File: config.mk
export PLATFORM = sky130hd
export DESIGN_NAME = tpcr_regs
export DESIGN_NICKNAME = d
export VERILOG_FILES = /design/src/common/tpcr_pkg.sv /design/src/hdl/tpcr_regs.sv
export SDC_FILE = /design/constraint.sdc
export NUM_CORES = 1
export LEC_CHECK = 0
export ABC_AREA = 1
export BUFFER_PORTS_ARGS = -buffer_cell sky130_fd_sc_hd__buf_2
export CAP_MARGIN = 0
export CELL_PAD_IN_SITES_DETAIL_PLACEMENT = 1
export CELL_PAD_IN_SITES_GLOBAL_PLACEMENT = 1
export CORE_ASPECT_RATIO = 0.75
export CORE_UTILIZATION = 39
export DETAILED_ROUTE_END_ITERATION = 7
export PLACE_DENSITY_LB_ADDON = 0.1
export SLEW_MARGIN = 5
export SYNTH_ARGS = -nofsm -noshare
export SYNTH_HDL_FRONTEND = slang
export SYNTH_SLANG_ARGS = --single-unit
File: constraint.sdc
create_clock -name ref_clk -period 2.1 [get_ports ref_clk]
set_clock_uncertainty 0.2 [all_clocks]
set_input_delay 0.105 -clock ref_clk [delete_from_list [all_inputs] [get_ports ref_clk]]
set_output_delay 0.105 -clock ref_clk [all_outputs]
set_load 0.02 [all_outputs]
File: src/common/tpcr_pkg.sv
// package: register map, field layout and carrier structs for the phy control bank
package tpcr_pkg;
    localparam int ADDR_W = 9;
    localparam int DATA_W = 32;
    localparam int NUM_CH = 4;
    localparam int CH_W = 8;
    // register byte offsets
    localparam logic [ADDR_W-1:0] OFS_VERSION = 9'h000;
    localparam logic [ADDR_W-1:0] OFS_BANK = 9'h00C;
    localparam logic [ADDR_W-1:0] OFS_REFCLK = 9'h010;
    localparam logic [ADDR_W-1:0] OFS_PLLRST = 9'h014;
    localparam logic [ADDR_W-1:0] OFS_PLLLOCK = 9'h018;
    localparam logic [ADDR_W-1:0] OFS_TXINIT = 9'h01C;
    localparam logic [ADDR_W-1:0] OFS_TXSTAT = 9'h020;
    localparam logic [ADDR_W-1:0] OFS_RXINIT = 9'h024;
    localparam logic [ADDR_W-1:0] OFS_RXSTAT = 9'h028;
    localparam logic [ADDR_W-1:0] OFS_BUFCTRL = 9'h02C;
    localparam logic [ADDR_W-1:0] OFS_PWRDN = 9'h030;
    localparam logic [ADDR_W-1:0] OFS_LOOP = 9'h038;
    // writable bit masks, reserved bits stay zero
    localparam logic [DATA_W-1:0] MSK_BANK = 32'h0000_1F1F;
    localparam logic [DATA_W-1:0] MSK_REFCLK = 32'hFF00_0FFF;
    localparam logic [DATA_W-1:0] MSK_PLLRST = 32'h0000_0007;
    localparam logic [DATA_W-1:0] MSK_TXINIT = 32'h8F8F_8F8F;
    localparam logic [DATA_W-1:0] MSK_RXINIT = 32'hFFFF_FFFF;
    localparam logic [DATA_W-1:0] MSK_BUFCTRL = 32'h0000_0003;
    localparam logic [DATA_W-1:0] MSK_PWRDN = 32'h7F7F_7F7F;
    localparam logic [DATA_W-1:0] MSK_LOOP = 32'h0707_0707;
    localparam logic [DATA_W-1:0] RST_ZERO = 32'h0000_0000;
    localparam logic [1:0] RESP_OKAY = 2'h0;
    // field positions
    localparam int F_QPLL0_REF = 0;
    localparam int F_CPLL_REF = 4;
    localparam int F_QPLL1_REF = 8;
    localparam int F_RX_SYSCLK = 24;
    localparam int F_TX_SYSCLK = 26;
    localparam int F_RX_PLLCLK = 28;
    localparam int F_TX_PLLCLK = 30;
    localparam int F_TX_BANK = 0;
    localparam int F_RX_BANK = 8;
    localparam int B_CPLL_RST = 0;
    localparam int B_QPLL0_RST = 1;
    localparam int B_QPLL1_RST = 2;
    localparam int B_QPLL0_LOCK = 4;
    localparam int B_QPLL1_LOCK = 5;
    localparam int B_XRST = 0;
    localparam int B_ARST = 1;
    localparam int B_TX_CRST = 2;
    localparam int B_TX_URDY = 3;
    localparam int B_RX_EQRST = 2;
    localparam int B_RX_EYRST = 3;
    localparam int B_RX_CRST = 4;
    localparam int B_RX_BRST = 5;
    localparam int B_RX_URDY = 6;
    localparam int B_PLLXRST = 7;
    localparam int B_DONE = 0;
    localparam int B_ADONE = 1;
    localparam int B_PWROK = 2;
    localparam int F_RX_POWER_DOWN = 3;
    localparam int F_TX_POWER_DOWN = 5;
    localparam int B_LINK_RDY = 0;
    localparam int B_VID_RDY = 1;

    // per channel transmit controls
    typedef struct packed {
        logic xcvr_tx_reset;
        logic tx_analog_reset;
        logic tx_coding_reset;
        logic tx_user_ready;
        logic pll_and_xcvr_reset;
    } tpcr_tx_ctl_s;
    // per channel receive controls
    typedef struct packed {
        logic xcvr_rx_reset;
        logic rx_analog_reset;
        logic rx_equalizer_reset;
        logic eye_scan_reset_a;
        logic rx_coding_reset;
        logic rx_buffer_reset;
        logic rx_user_ready;
        logic pll_and_xcvr_reset;
    } tpcr_rx_ctl_s;
    // per channel power down controls
    typedef struct packed {
        logic chan_pll_power_down;
        logic quad_pll0_power_down;
        logic quad_pll1_power_down;
        logic [1:0] rx_power_down;
        logic [1:0] tx_power_down;
    } tpcr_pd_s;
    // clock selection
    typedef struct packed {
        logic [3:0] quad_pll0_ref_select;
        logic [3:0] chan_pll_ref_select;
        logic [3:0] quad_pll1_ref_select;
        logic [1:0] tx_system_clock_select;
        logic [1:0] rx_system_clock_select;
        logic [1:0] tx_pll_clock_select;
        logic [1:0] rx_pll_clock_select;
    } tpcr_clk_s;
    // status per channel from the transceivers
    typedef struct packed {
        logic reset_done;
        logic analog_reset_complete;
        logic xcvr_power_ok;
    } tpcr_stat_s;
    // axi4-lite request side
    typedef struct packed {
        logic [ADDR_W-1:0] awaddr;
        logic [2:0] awprot;
        logic awvalid;
        logic [DATA_W-1:0] wdata;
        logic [3:0] wstrb;
        logic wvalid;
        logic bready;
        logic [ADDR_W-1:0] araddr;
        logic [2:0] arprot;
        logic arvalid;
        logic rready;
    } tpcr_axi_req_s;
    // axi4-lite response side
    typedef struct packed {
        logic awready;
        logic wready;
        logic [1:0] bresp;
        logic bvalid;
        logic arready;
        logic [DATA_W-1:0] rdata;
        logic [1:0] rresp;
        logic rvalid;
    } tpcr_axi_rsp_s;
endpackage

File: src/hdl/tpcr_regs.sv
// transceiver phy control and status register bank on axi4-lite
`timescale 1ns/100ps
module tpcr_regs #(
    parameter logic [31:0] VERSION_WORD = 32'h0A0B_0C0D // arbitrary value
) (
    input wire logic ref_clk, // axi4-lite clock
    input wire logic nrst, // synchronous reset, active low
    input wire tpcr_pkg::tpcr_axi_req_s axi_req, // axi4-lite request
    output tpcr_pkg::tpcr_axi_rsp_s axi_rsp, // axi4-lite response
    output logic [4:0] tx_bank, // transmit bank number
    output logic [4:0] rx_bank, // receive bank number
    output tpcr_pkg::tpcr_clk_s clk_sel, // clock selects
    output logic chan_pll_reset, // channel pll reset
    output logic quad_pll0_reset, // quad pll0 reset
    output logic quad_pll1_reset, // quad pll1 reset
    input wire logic [3:0] chan_pll_locked, // channel pll locks
    input wire logic quad_pll0_locked, // quad pll0 lock
    input wire logic quad_pll1_locked, // quad pll1 lock
    output tpcr_pkg::tpcr_tx_ctl_s [3:0] tx_ctl, // transmit init controls
    output tpcr_pkg::tpcr_rx_ctl_s [3:0] rx_ctl, // receive init controls
    input wire tpcr_pkg::tpcr_stat_s [3:0] tx_stat, // transmit init status
    input wire tpcr_pkg::tpcr_stat_s [3:0] rx_stat, // receive init status
    output logic refclk0_buffer_disable, // reference buffer 0 disable
    output logic refclk1_buffer_disable, // reference buffer 1 disable
    output tpcr_pkg::tpcr_pd_s [3:0] pwr_dn, // power down controls
    output logic [3:0][2:0] loopback_mode, // loopback code per channel
    input wire logic rx_video_clk_stable, // rx clock manager stable
    output logic [1:0] rx_status_sb_tdata, // rx status sideband data
    output logic rx_status_sb_tvalid, // rx status sideband valid
    input wire logic rx_status_sb_tready // rx status sideband ready
);
    import tpcr_pkg::*;

    // raw status bundle before synchronisation
    typedef struct packed {
        logic [3:0] cpll;
        logic q0;
        logic q1;
        tpcr_stat_s [3:0] tx;
        tpcr_stat_s [3:0] rx;
        logic vid;
    } tpcr_in_s;

    // whole module state
    typedef struct packed {
        logic [DATA_W-1:0] bank;
        logic [DATA_W-1:0] refclk;
        logic [DATA_W-1:0] pllrst;
        logic [DATA_W-1:0] txinit;
        logic [DATA_W-1:0] rxinit;
        logic [DATA_W-1:0] bufctrl;
        logic [DATA_W-1:0] pwrdn;
        logic [DATA_W-1:0] loopb;
        tpcr_in_s sync1;
        tpcr_in_s sync2;
        logic aw_held;
        logic [ADDR_W-1:0] aw_addr;
        logic w_held;
        logic [DATA_W-1:0] w_data;
        logic [3:0] w_strb;
        logic bvalid;
        logic rvalid;
        logic [DATA_W-1:0] rdata;
        logic [1:0] sb;
    } tpcr_state_s;

    tpcr_state_s st;
    tpcr_state_s next_st;
    tpcr_in_s raw_in;
    logic [DATA_W-1:0] plllock_word;
    logic [DATA_W-1:0] txstat_word;
    logic [DATA_W-1:0] rxstat_word;
    logic [DATA_W-1:0] wr_mask;
    logic [ADDR_W-1:0] wr_addr;
    logic [DATA_W-1:0] wr_data;
    logic [3:0] wr_strb;
    logic do_write;
    logic do_read;
    logic [DATA_W-1:0] rd_word;

    // gather raw transceiver status
    always_comb begin
        raw_in.cpll = chan_pll_locked;
        raw_in.q0 = quad_pll0_locked;
        raw_in.q1 = quad_pll1_locked;
        raw_in.tx = tx_stat;
        raw_in.rx = rx_stat;
        raw_in.vid = rx_video_clk_stable;
    end

    // status words built from synchronised inputs
    always_comb begin
        plllock_word = RST_ZERO;
        txstat_word = RST_ZERO;
        rxstat_word = RST_ZERO;
        plllock_word[NUM_CH-1:0] = st.sync2.cpll;
        plllock_word[B_QPLL0_LOCK] = st.sync2.q0;
        plllock_word[B_QPLL1_LOCK] = st.sync2.q1;
        for (int c = 0; c < NUM_CH; c++) begin
            txstat_word[c*CH_W+B_DONE] = st.sync2.tx[c].reset_done;
            txstat_word[c*CH_W+B_ADONE] = st.sync2.tx[c].analog_reset_complete;
            txstat_word[c*CH_W+B_PWROK] = st.sync2.tx[c].xcvr_power_ok;
            rxstat_word[c*CH_W+B_DONE] = st.sync2.rx[c].reset_done;
            rxstat_word[c*CH_W+B_ADONE] = st.sync2.rx[c].analog_reset_complete;
            rxstat_word[c*CH_W+B_PWROK] = st.sync2.rx[c].xcvr_power_ok;
        end
    end

    // write path: address and data may come in either order
    always_comb begin
        wr_addr = st.aw_held ? st.aw_addr : axi_req.awaddr;
        wr_data = st.w_held ? st.w_data : axi_req.wdata;
        wr_strb = st.w_held ? st.w_strb : axi_req.wstrb;
        do_write = (st.aw_held || axi_req.awvalid) && (st.w_held || axi_req.wvalid)
                   && !st.bvalid;
        do_read = axi_req.arvalid && !st.rvalid;
        for (int b = 0; b < 4; b++) begin
            wr_mask[b*8 +: 8] = {8{wr_strb[b]}};
        end
    end

    // read decode on offset only; unknown offsets read zero
    always_comb begin
        case (axi_req.araddr[ADDR_W-1:2])
            OFS_VERSION[ADDR_W-1:2]: rd_word = VERSION_WORD;
            OFS_BANK[ADDR_W-1:2]: rd_word = st.bank;
            OFS_REFCLK[ADDR_W-1:2]: rd_word = st.refclk;
            OFS_PLLRST[ADDR_W-1:2]: rd_word = st.pllrst;
            OFS_PLLLOCK[ADDR_W-1:2]: rd_word = plllock_word;
            OFS_TXINIT[ADDR_W-1:2]: rd_word = st.txinit;
            OFS_TXSTAT[ADDR_W-1:2]: rd_word = txstat_word;
            OFS_RXINIT[ADDR_W-1:2]: rd_word = st.rxinit;
            OFS_RXSTAT[ADDR_W-1:2]: rd_word = rxstat_word;
            OFS_BUFCTRL[ADDR_W-1:2]: rd_word = st.bufctrl;
            OFS_PWRDN[ADDR_W-1:2]: rd_word = st.pwrdn;
            OFS_LOOP[ADDR_W-1:2]: rd_word = st.loopb;
            default: rd_word = RST_ZERO;
        endcase
    end

    // next state
    always_comb begin
        next_st = st;
        next_st.sync1 = raw_in;
        next_st.sync2 = st.sync1;
        // capture halves of a write that arrive apart, only while ready is shown
        if (axi_req.awvalid && !st.aw_held && !st.bvalid && !do_write) begin
            next_st.aw_held = 1'b1;
            next_st.aw_addr = axi_req.awaddr;
        end
        if (axi_req.wvalid && !st.w_held && !st.bvalid && !do_write) begin
            next_st.w_held = 1'b1;
            next_st.w_data = axi_req.wdata;
            next_st.w_strb = axi_req.wstrb;
        end
        if (do_write) begin
            next_st.aw_held = 1'b0;
            next_st.w_held = 1'b0;
            next_st.bvalid = 1'b1;
            case (wr_addr[ADDR_W-1:2])
                OFS_BANK[ADDR_W-1:2]: next_st.bank = (st.bank & ~(wr_mask & MSK_BANK))
                    | (wr_data & wr_mask & MSK_BANK);
                OFS_REFCLK[ADDR_W-1:2]: next_st.refclk = (st.refclk & ~(wr_mask & MSK_REFCLK))
                    | (wr_data & wr_mask & MSK_REFCLK);
                OFS_PLLRST[ADDR_W-1:2]: next_st.pllrst = (st.pllrst & ~(wr_mask & MSK_PLLRST))
                    | (wr_data & wr_mask & MSK_PLLRST);
                OFS_TXINIT[ADDR_W-1:2]: next_st.txinit = (st.txinit & ~(wr_mask & MSK_TXINIT))
                    | (wr_data & wr_mask & MSK_TXINIT);
                OFS_RXINIT[ADDR_W-1:2]: next_st.rxinit = (st.rxinit & ~(wr_mask & MSK_RXINIT))
                    | (wr_data & wr_mask & MSK_RXINIT);
                OFS_BUFCTRL[ADDR_W-1:2]: next_st.bufctrl = (st.bufctrl & ~(wr_mask & MSK_BUFCTRL))
                    | (wr_data & wr_mask & MSK_BUFCTRL);
                OFS_PWRDN[ADDR_W-1:2]: next_st.pwrdn = (st.pwrdn & ~(wr_mask & MSK_PWRDN))
                    | (wr_data & wr_mask & MSK_PWRDN);
                OFS_LOOP[ADDR_W-1:2]: next_st.loopb = (st.loopb & ~(wr_mask & MSK_LOOP))
                    | (wr_data & wr_mask & MSK_LOOP);
                default: next_st.bvalid = 1'b1;
            endcase
        end else if (st.bvalid && axi_req.bready) begin
            next_st.bvalid = 1'b0;
        end
        // read response
        if (do_read) begin
            next_st.rvalid = 1'b1;
            next_st.rdata = rd_word;
        end else if (st.rvalid && axi_req.rready) begin
            next_st.rvalid = 1'b0;
        end
        // receive sideband status on the bus clock
        next_st.sb[B_LINK_RDY] = st.sync2.rx[0].reset_done;
        next_st.sb[B_VID_RDY] = st.sync2.vid;
    end

    // state register with synchronous reset to zero
    always_ff @(posedge ref_clk) begin
        if (!nrst) begin
            st <= '0;
        end else begin
            st <= next_st;
        end
    end

    // axi4-lite response outputs
    always_comb begin
        axi_rsp.awready = !st.aw_held && !st.bvalid;
        axi_rsp.wready = !st.w_held && !st.bvalid;
        axi_rsp.bresp = RESP_OKAY;
        axi_rsp.bvalid = st.bvalid;
        axi_rsp.arready = !st.rvalid;
        axi_rsp.rdata = st.rdata;
        axi_rsp.rresp = RESP_OKAY;
        axi_rsp.rvalid = st.rvalid;
    end

    // control fields out of the registers
    always_comb begin
        tx_bank = st.bank[F_TX_BANK +: 5];
        rx_bank = st.bank[F_RX_BANK +: 5];
        clk_sel.quad_pll0_ref_select = st.refclk[F_QPLL0_REF +: 4];
        clk_sel.chan_pll_ref_select = st.refclk[F_CPLL_REF +: 4];
        clk_sel.quad_pll1_ref_select = st.refclk[F_QPLL1_REF +: 4];
        clk_sel.tx_system_clock_select = st.refclk[F_TX_SYSCLK +: 2];
        clk_sel.rx_system_clock_select = st.refclk[F_RX_SYSCLK +: 2];
        clk_sel.tx_pll_clock_select = st.refclk[F_TX_PLLCLK +: 2];
        clk_sel.rx_pll_clock_select = st.refclk[F_RX_PLLCLK +: 2];
        chan_pll_reset = st.pllrst[B_CPLL_RST];
        quad_pll0_reset = st.pllrst[B_QPLL0_RST];
        quad_pll1_reset = st.pllrst[B_QPLL1_RST];
        refclk0_buffer_disable = st.bufctrl[0];
        refclk1_buffer_disable = st.bufctrl[1];
        for (int c = 0; c < NUM_CH; c++) begin
            tx_ctl[c].xcvr_tx_reset = st.txinit[c*CH_W+B_XRST];
            tx_ctl[c].tx_analog_reset = st.txinit[c*CH_W+B_ARST];
            tx_ctl[c].tx_coding_reset = st.txinit[c*CH_W+B_TX_CRST];
            tx_ctl[c].tx_user_ready = st.txinit[c*CH_W+B_TX_URDY];
            tx_ctl[c].pll_and_xcvr_reset = st.txinit[c*CH_W+B_PLLXRST];
            rx_ctl[c].xcvr_rx_reset = st.rxinit[c*CH_W+B_XRST];
            rx_ctl[c].rx_analog_reset = st.rxinit[c*CH_W+B_ARST];
            rx_ctl[c].rx_equalizer_reset = st.rxinit[c*CH_W+B_RX_EQRST];
            rx_ctl[c].eye_scan_reset_a = st.rxinit[c*CH_W+B_RX_EYRST];
            rx_ctl[c].rx_coding_reset = st.rxinit[c*CH_W+B_RX_CRST];
            rx_ctl[c].rx_buffer_reset = st.rxinit[c*CH_W+B_RX_BRST];
            rx_ctl[c].rx_user_ready = st.rxinit[c*CH_W+B_RX_URDY];
            rx_ctl[c].pll_and_xcvr_reset = st.rxinit[c*CH_W+B_PLLXRST];
            pwr_dn[c].chan_pll_power_down = st.pwrdn[c*CH_W+B_CPLL_RST];
            pwr_dn[c].quad_pll0_power_down = st.pwrdn[c*CH_W+B_QPLL0_RST];
            pwr_dn[c].quad_pll1_power_down = st.pwrdn[c*CH_W+B_QPLL1_RST];
            pwr_dn[c].rx_power_down = st.pwrdn[c*CH_W+F_RX_POWER_DOWN +: 2];
            pwr_dn[c].tx_power_down = st.pwrdn[c*CH_W+F_TX_POWER_DOWN +: 2];
            loopback_mode[c] = st.loopb[c*CH_W +: 3];
        end
        rx_status_sb_tdata = st.sb;
        rx_status_sb_tvalid = 1'b1;
    end
endmodule

==> results.yml <==
grt:
  overflow: 0
  busiest_layer: "met2"
  grt_use_met1_pct: 33.41
  grt_use_met3_pct: 4.424
  grt_max_degree: 140
  grt_pass1_wl_um: 67970
  grt_pass1_vias: 11930
  antenna_found_initial: 4
  grt.met2_usage_pct: 46.64
  track_usage_pct: 26.66
sta:
  slew_viol_final: 0
  setup_violations: 0
  finalCritPeriodShare_pct: 95.05
  whs_ps: 117.3
  layout_setup_ws_ps: 103.9
  final_hold_viol_count: 0
  finalCriticalPeriod_ps: 1996
  max_freq_ghz: 0.5010
  worstMarginPinSlew_ps: 618.5
  max_slew_margin_pct: 58.72
clocking:
  worstSkewPairLatency_ps: 560
  path_clk_slew_ps: 70
  cts_root_buffer: "clkbuf_16"
  cts_max_path_buffers: 3
  cts_buffers: 29
  cts_tree: "done"
  cts_setup_buffers: 0
  htree_levels: 1
  clock_sinks: 270
setup_path:
  cp-start-kind: "register"
  cp_max_fo: 6
  r2r_start: "st[82]"
  rrSetupSlack_ps: 100
  crit_arrival_ps: 2280
  critical_path_class: "reg2reg"
  critPathMaxStageDelay_ps: 310
  crit_slowest_cell: "dfxtp_1"
  end_kind: "register"
  path_cells: "buf_4 > inv_4 > nand2_2 > o21ai_4 > buf_4 > nand2_4 > nor2_8 > inv_2 > nor2_8 > nand2_4 > inv_2 > nor2_1 > nor2_1"
  ff2ff_path_depth: 13
  crit_required_ps: 2380
yosys:
  synth_cells: 1762
  syn_area_per_cell_um2: 7.187
  synth_area_mm2: 0.01266
  synth_cell_types: 38
  ys_ff_latch: 270
  yosysSeqAreaShare_pct: 42.68
  ys_warn_count: 0
route:
  drtPass1Iterations: 5
  wire_per_inst_um: 18.15
  drtIter0Drc: 700
  vias_per_cell: 4.844
  totalWireLength_um: 44450
  drc: 0
  antenna_left: 0
  num_vias: 11860
floorplanning:
  pin_count: 270
  start_util_pct: 40.07
  coreArea_mm2: 0.03160
  die_y_um: 158.1
  die_w_um: 210.1
  row_count: 56
  die_area_mm2: 0.03320
power_and_ir_drop:
  peakVddDrop_mv: 0.5469
  leakage_nw: 7.516
  design_power_total_mw: 12.21
  powerDensity_mw_per_mm2: 775.7
place:
  port_buffers: 253
  dp_slack_ps: -127.0
  gp_congestion: 0.8267
  dp_hpwl_um: 31560
outcome:
  status: "completed"
finish:
  nFillCells: 4023
  drive_gt1_share_pct: 21.75
  final_common_cell: "nand2_1"
  fin_nets: 2090
  area_delta_synth_final_pct: 24.35
  most-common-layout-cells: "303 x nand2_1, 270 x dfxtp_1, 252 x buf_2"
flow_run:
  drv_cap: 0
min_path:
  hold_start: "axi_req[13]"
  hold_path_depth: 8
  holdPathEnd: "axi_rsp[6]"
  hp-class: "in2reg"
timing repair:
action / in CTS / in global routing
setup endpoints to repair: 12 / 64
resized for setup: 1 / 17
hold buffers: 112 / 1
hold endpoints to repair: 263 / 8
pin swaps: 0 / 1
per-stage QoR:
| stage | instance area (um^2) | utilization, % | setup TNS [ps] | instances |
|---|---|---|---|---|
| CTS | 15680 | 49.63 | 0 | 2443 |
| global route | 15740 | 49.82 | -2.465 | 2448 |
| global placement | 13540 | 42.84 | -63.50 | 2282 |
| finish | 15750 | 49.83 | 0 | 2449 |
| floorplan | 12670 | - | 0 | 1765 |
| detailed placement | 13540 | 42.84 | -1199 | 2282 |
worst max path at each step:
| stage | startpoint | end | depth (start not counted) |
|---|---|---|---|
| after floorplan | st[72] | st[68] | 6 |
| after global placement | st[82] | register | 9 |
| after detailed placement | st[82] | register | 9 |
| after CTS | st[82] | register | 13 |
| after global routing | st[82] | register | 12 |
| final | st[82] | register | 13 |
report_power, final:
part	total [mW]	internal [mW]	switching [mW]
clock	5.55	3.37	2.18
sequential	5.32	5.27	0.0532
combinational	1.34	0.524	0.820
total	12.2	9.16	3.05
kinds of logic (layout without fill, tap and decap cells):
family | after synthesis | after routing | share of synthesized area, %
compound gates | 362 | 362 | 14.79
simple gates | 658 | 658 | 22.88
buf+inv | 470 | 714 | 19.58
other cells | 2 | 10 | 0.05930
flops | 270 | 270 | 42.68
layout make-up:
class                      instances  area (um^2)  share of cell area (%)
tap                              435        544.3                   3.456
sequential                       270         5405                   34.33
antenna                            5        12.51                 0.07946
clock buffer                      37        825.8                   5.244
clock inverter                    12        198.9                   1.263
timing repair buffer             435         3047                   19.35
multi-input combinational       1025         4835                   30.70
inverter                         230        878.3                   5.578
Yosys cell counts (all sizes together):
cell | instances | area share (%)
o211ai | 3 | 0.18
clkinv | 4 | 0.15
o21ai | 221 | 9.0
a21oi | 134 | 5.3
inv | 226 | 6.7
clkbuf | 44 | 1.3
nand2 | 328 | 11
nand3 | 93 | 3.9
nor3 | 3 | 0.16
nand3b | 1 | 0.059
and3 | 2 | 0.099
nand4 | 14 | 0.69
dfxtp | 270 | 43
and2 | 1 | 0.049
o21a | 2 | 0.12
a22o | 2 | 0.14
buf | 196 | 11
nor2 | 215 | 7.1
or2 | 1 | 0.069
conb | 2 | 0.059
layer usage:
metal  routed length [um]  up-vias
met1                19340     5672
met5                    0        -
met4                 1386        0
met3                 2038       78
li1                     -     5839
met2                21690      274
worst max-delay path, delay by kind of cell (launching register included):
family	cells	cell delay (ps)
AOI/OAI and AO/OA	1	70
buffers and inverters	5	610
DFF	1	310
and+or+nand+nor	7	720
No activity file was read; power rests on OpenSTA's default activity.
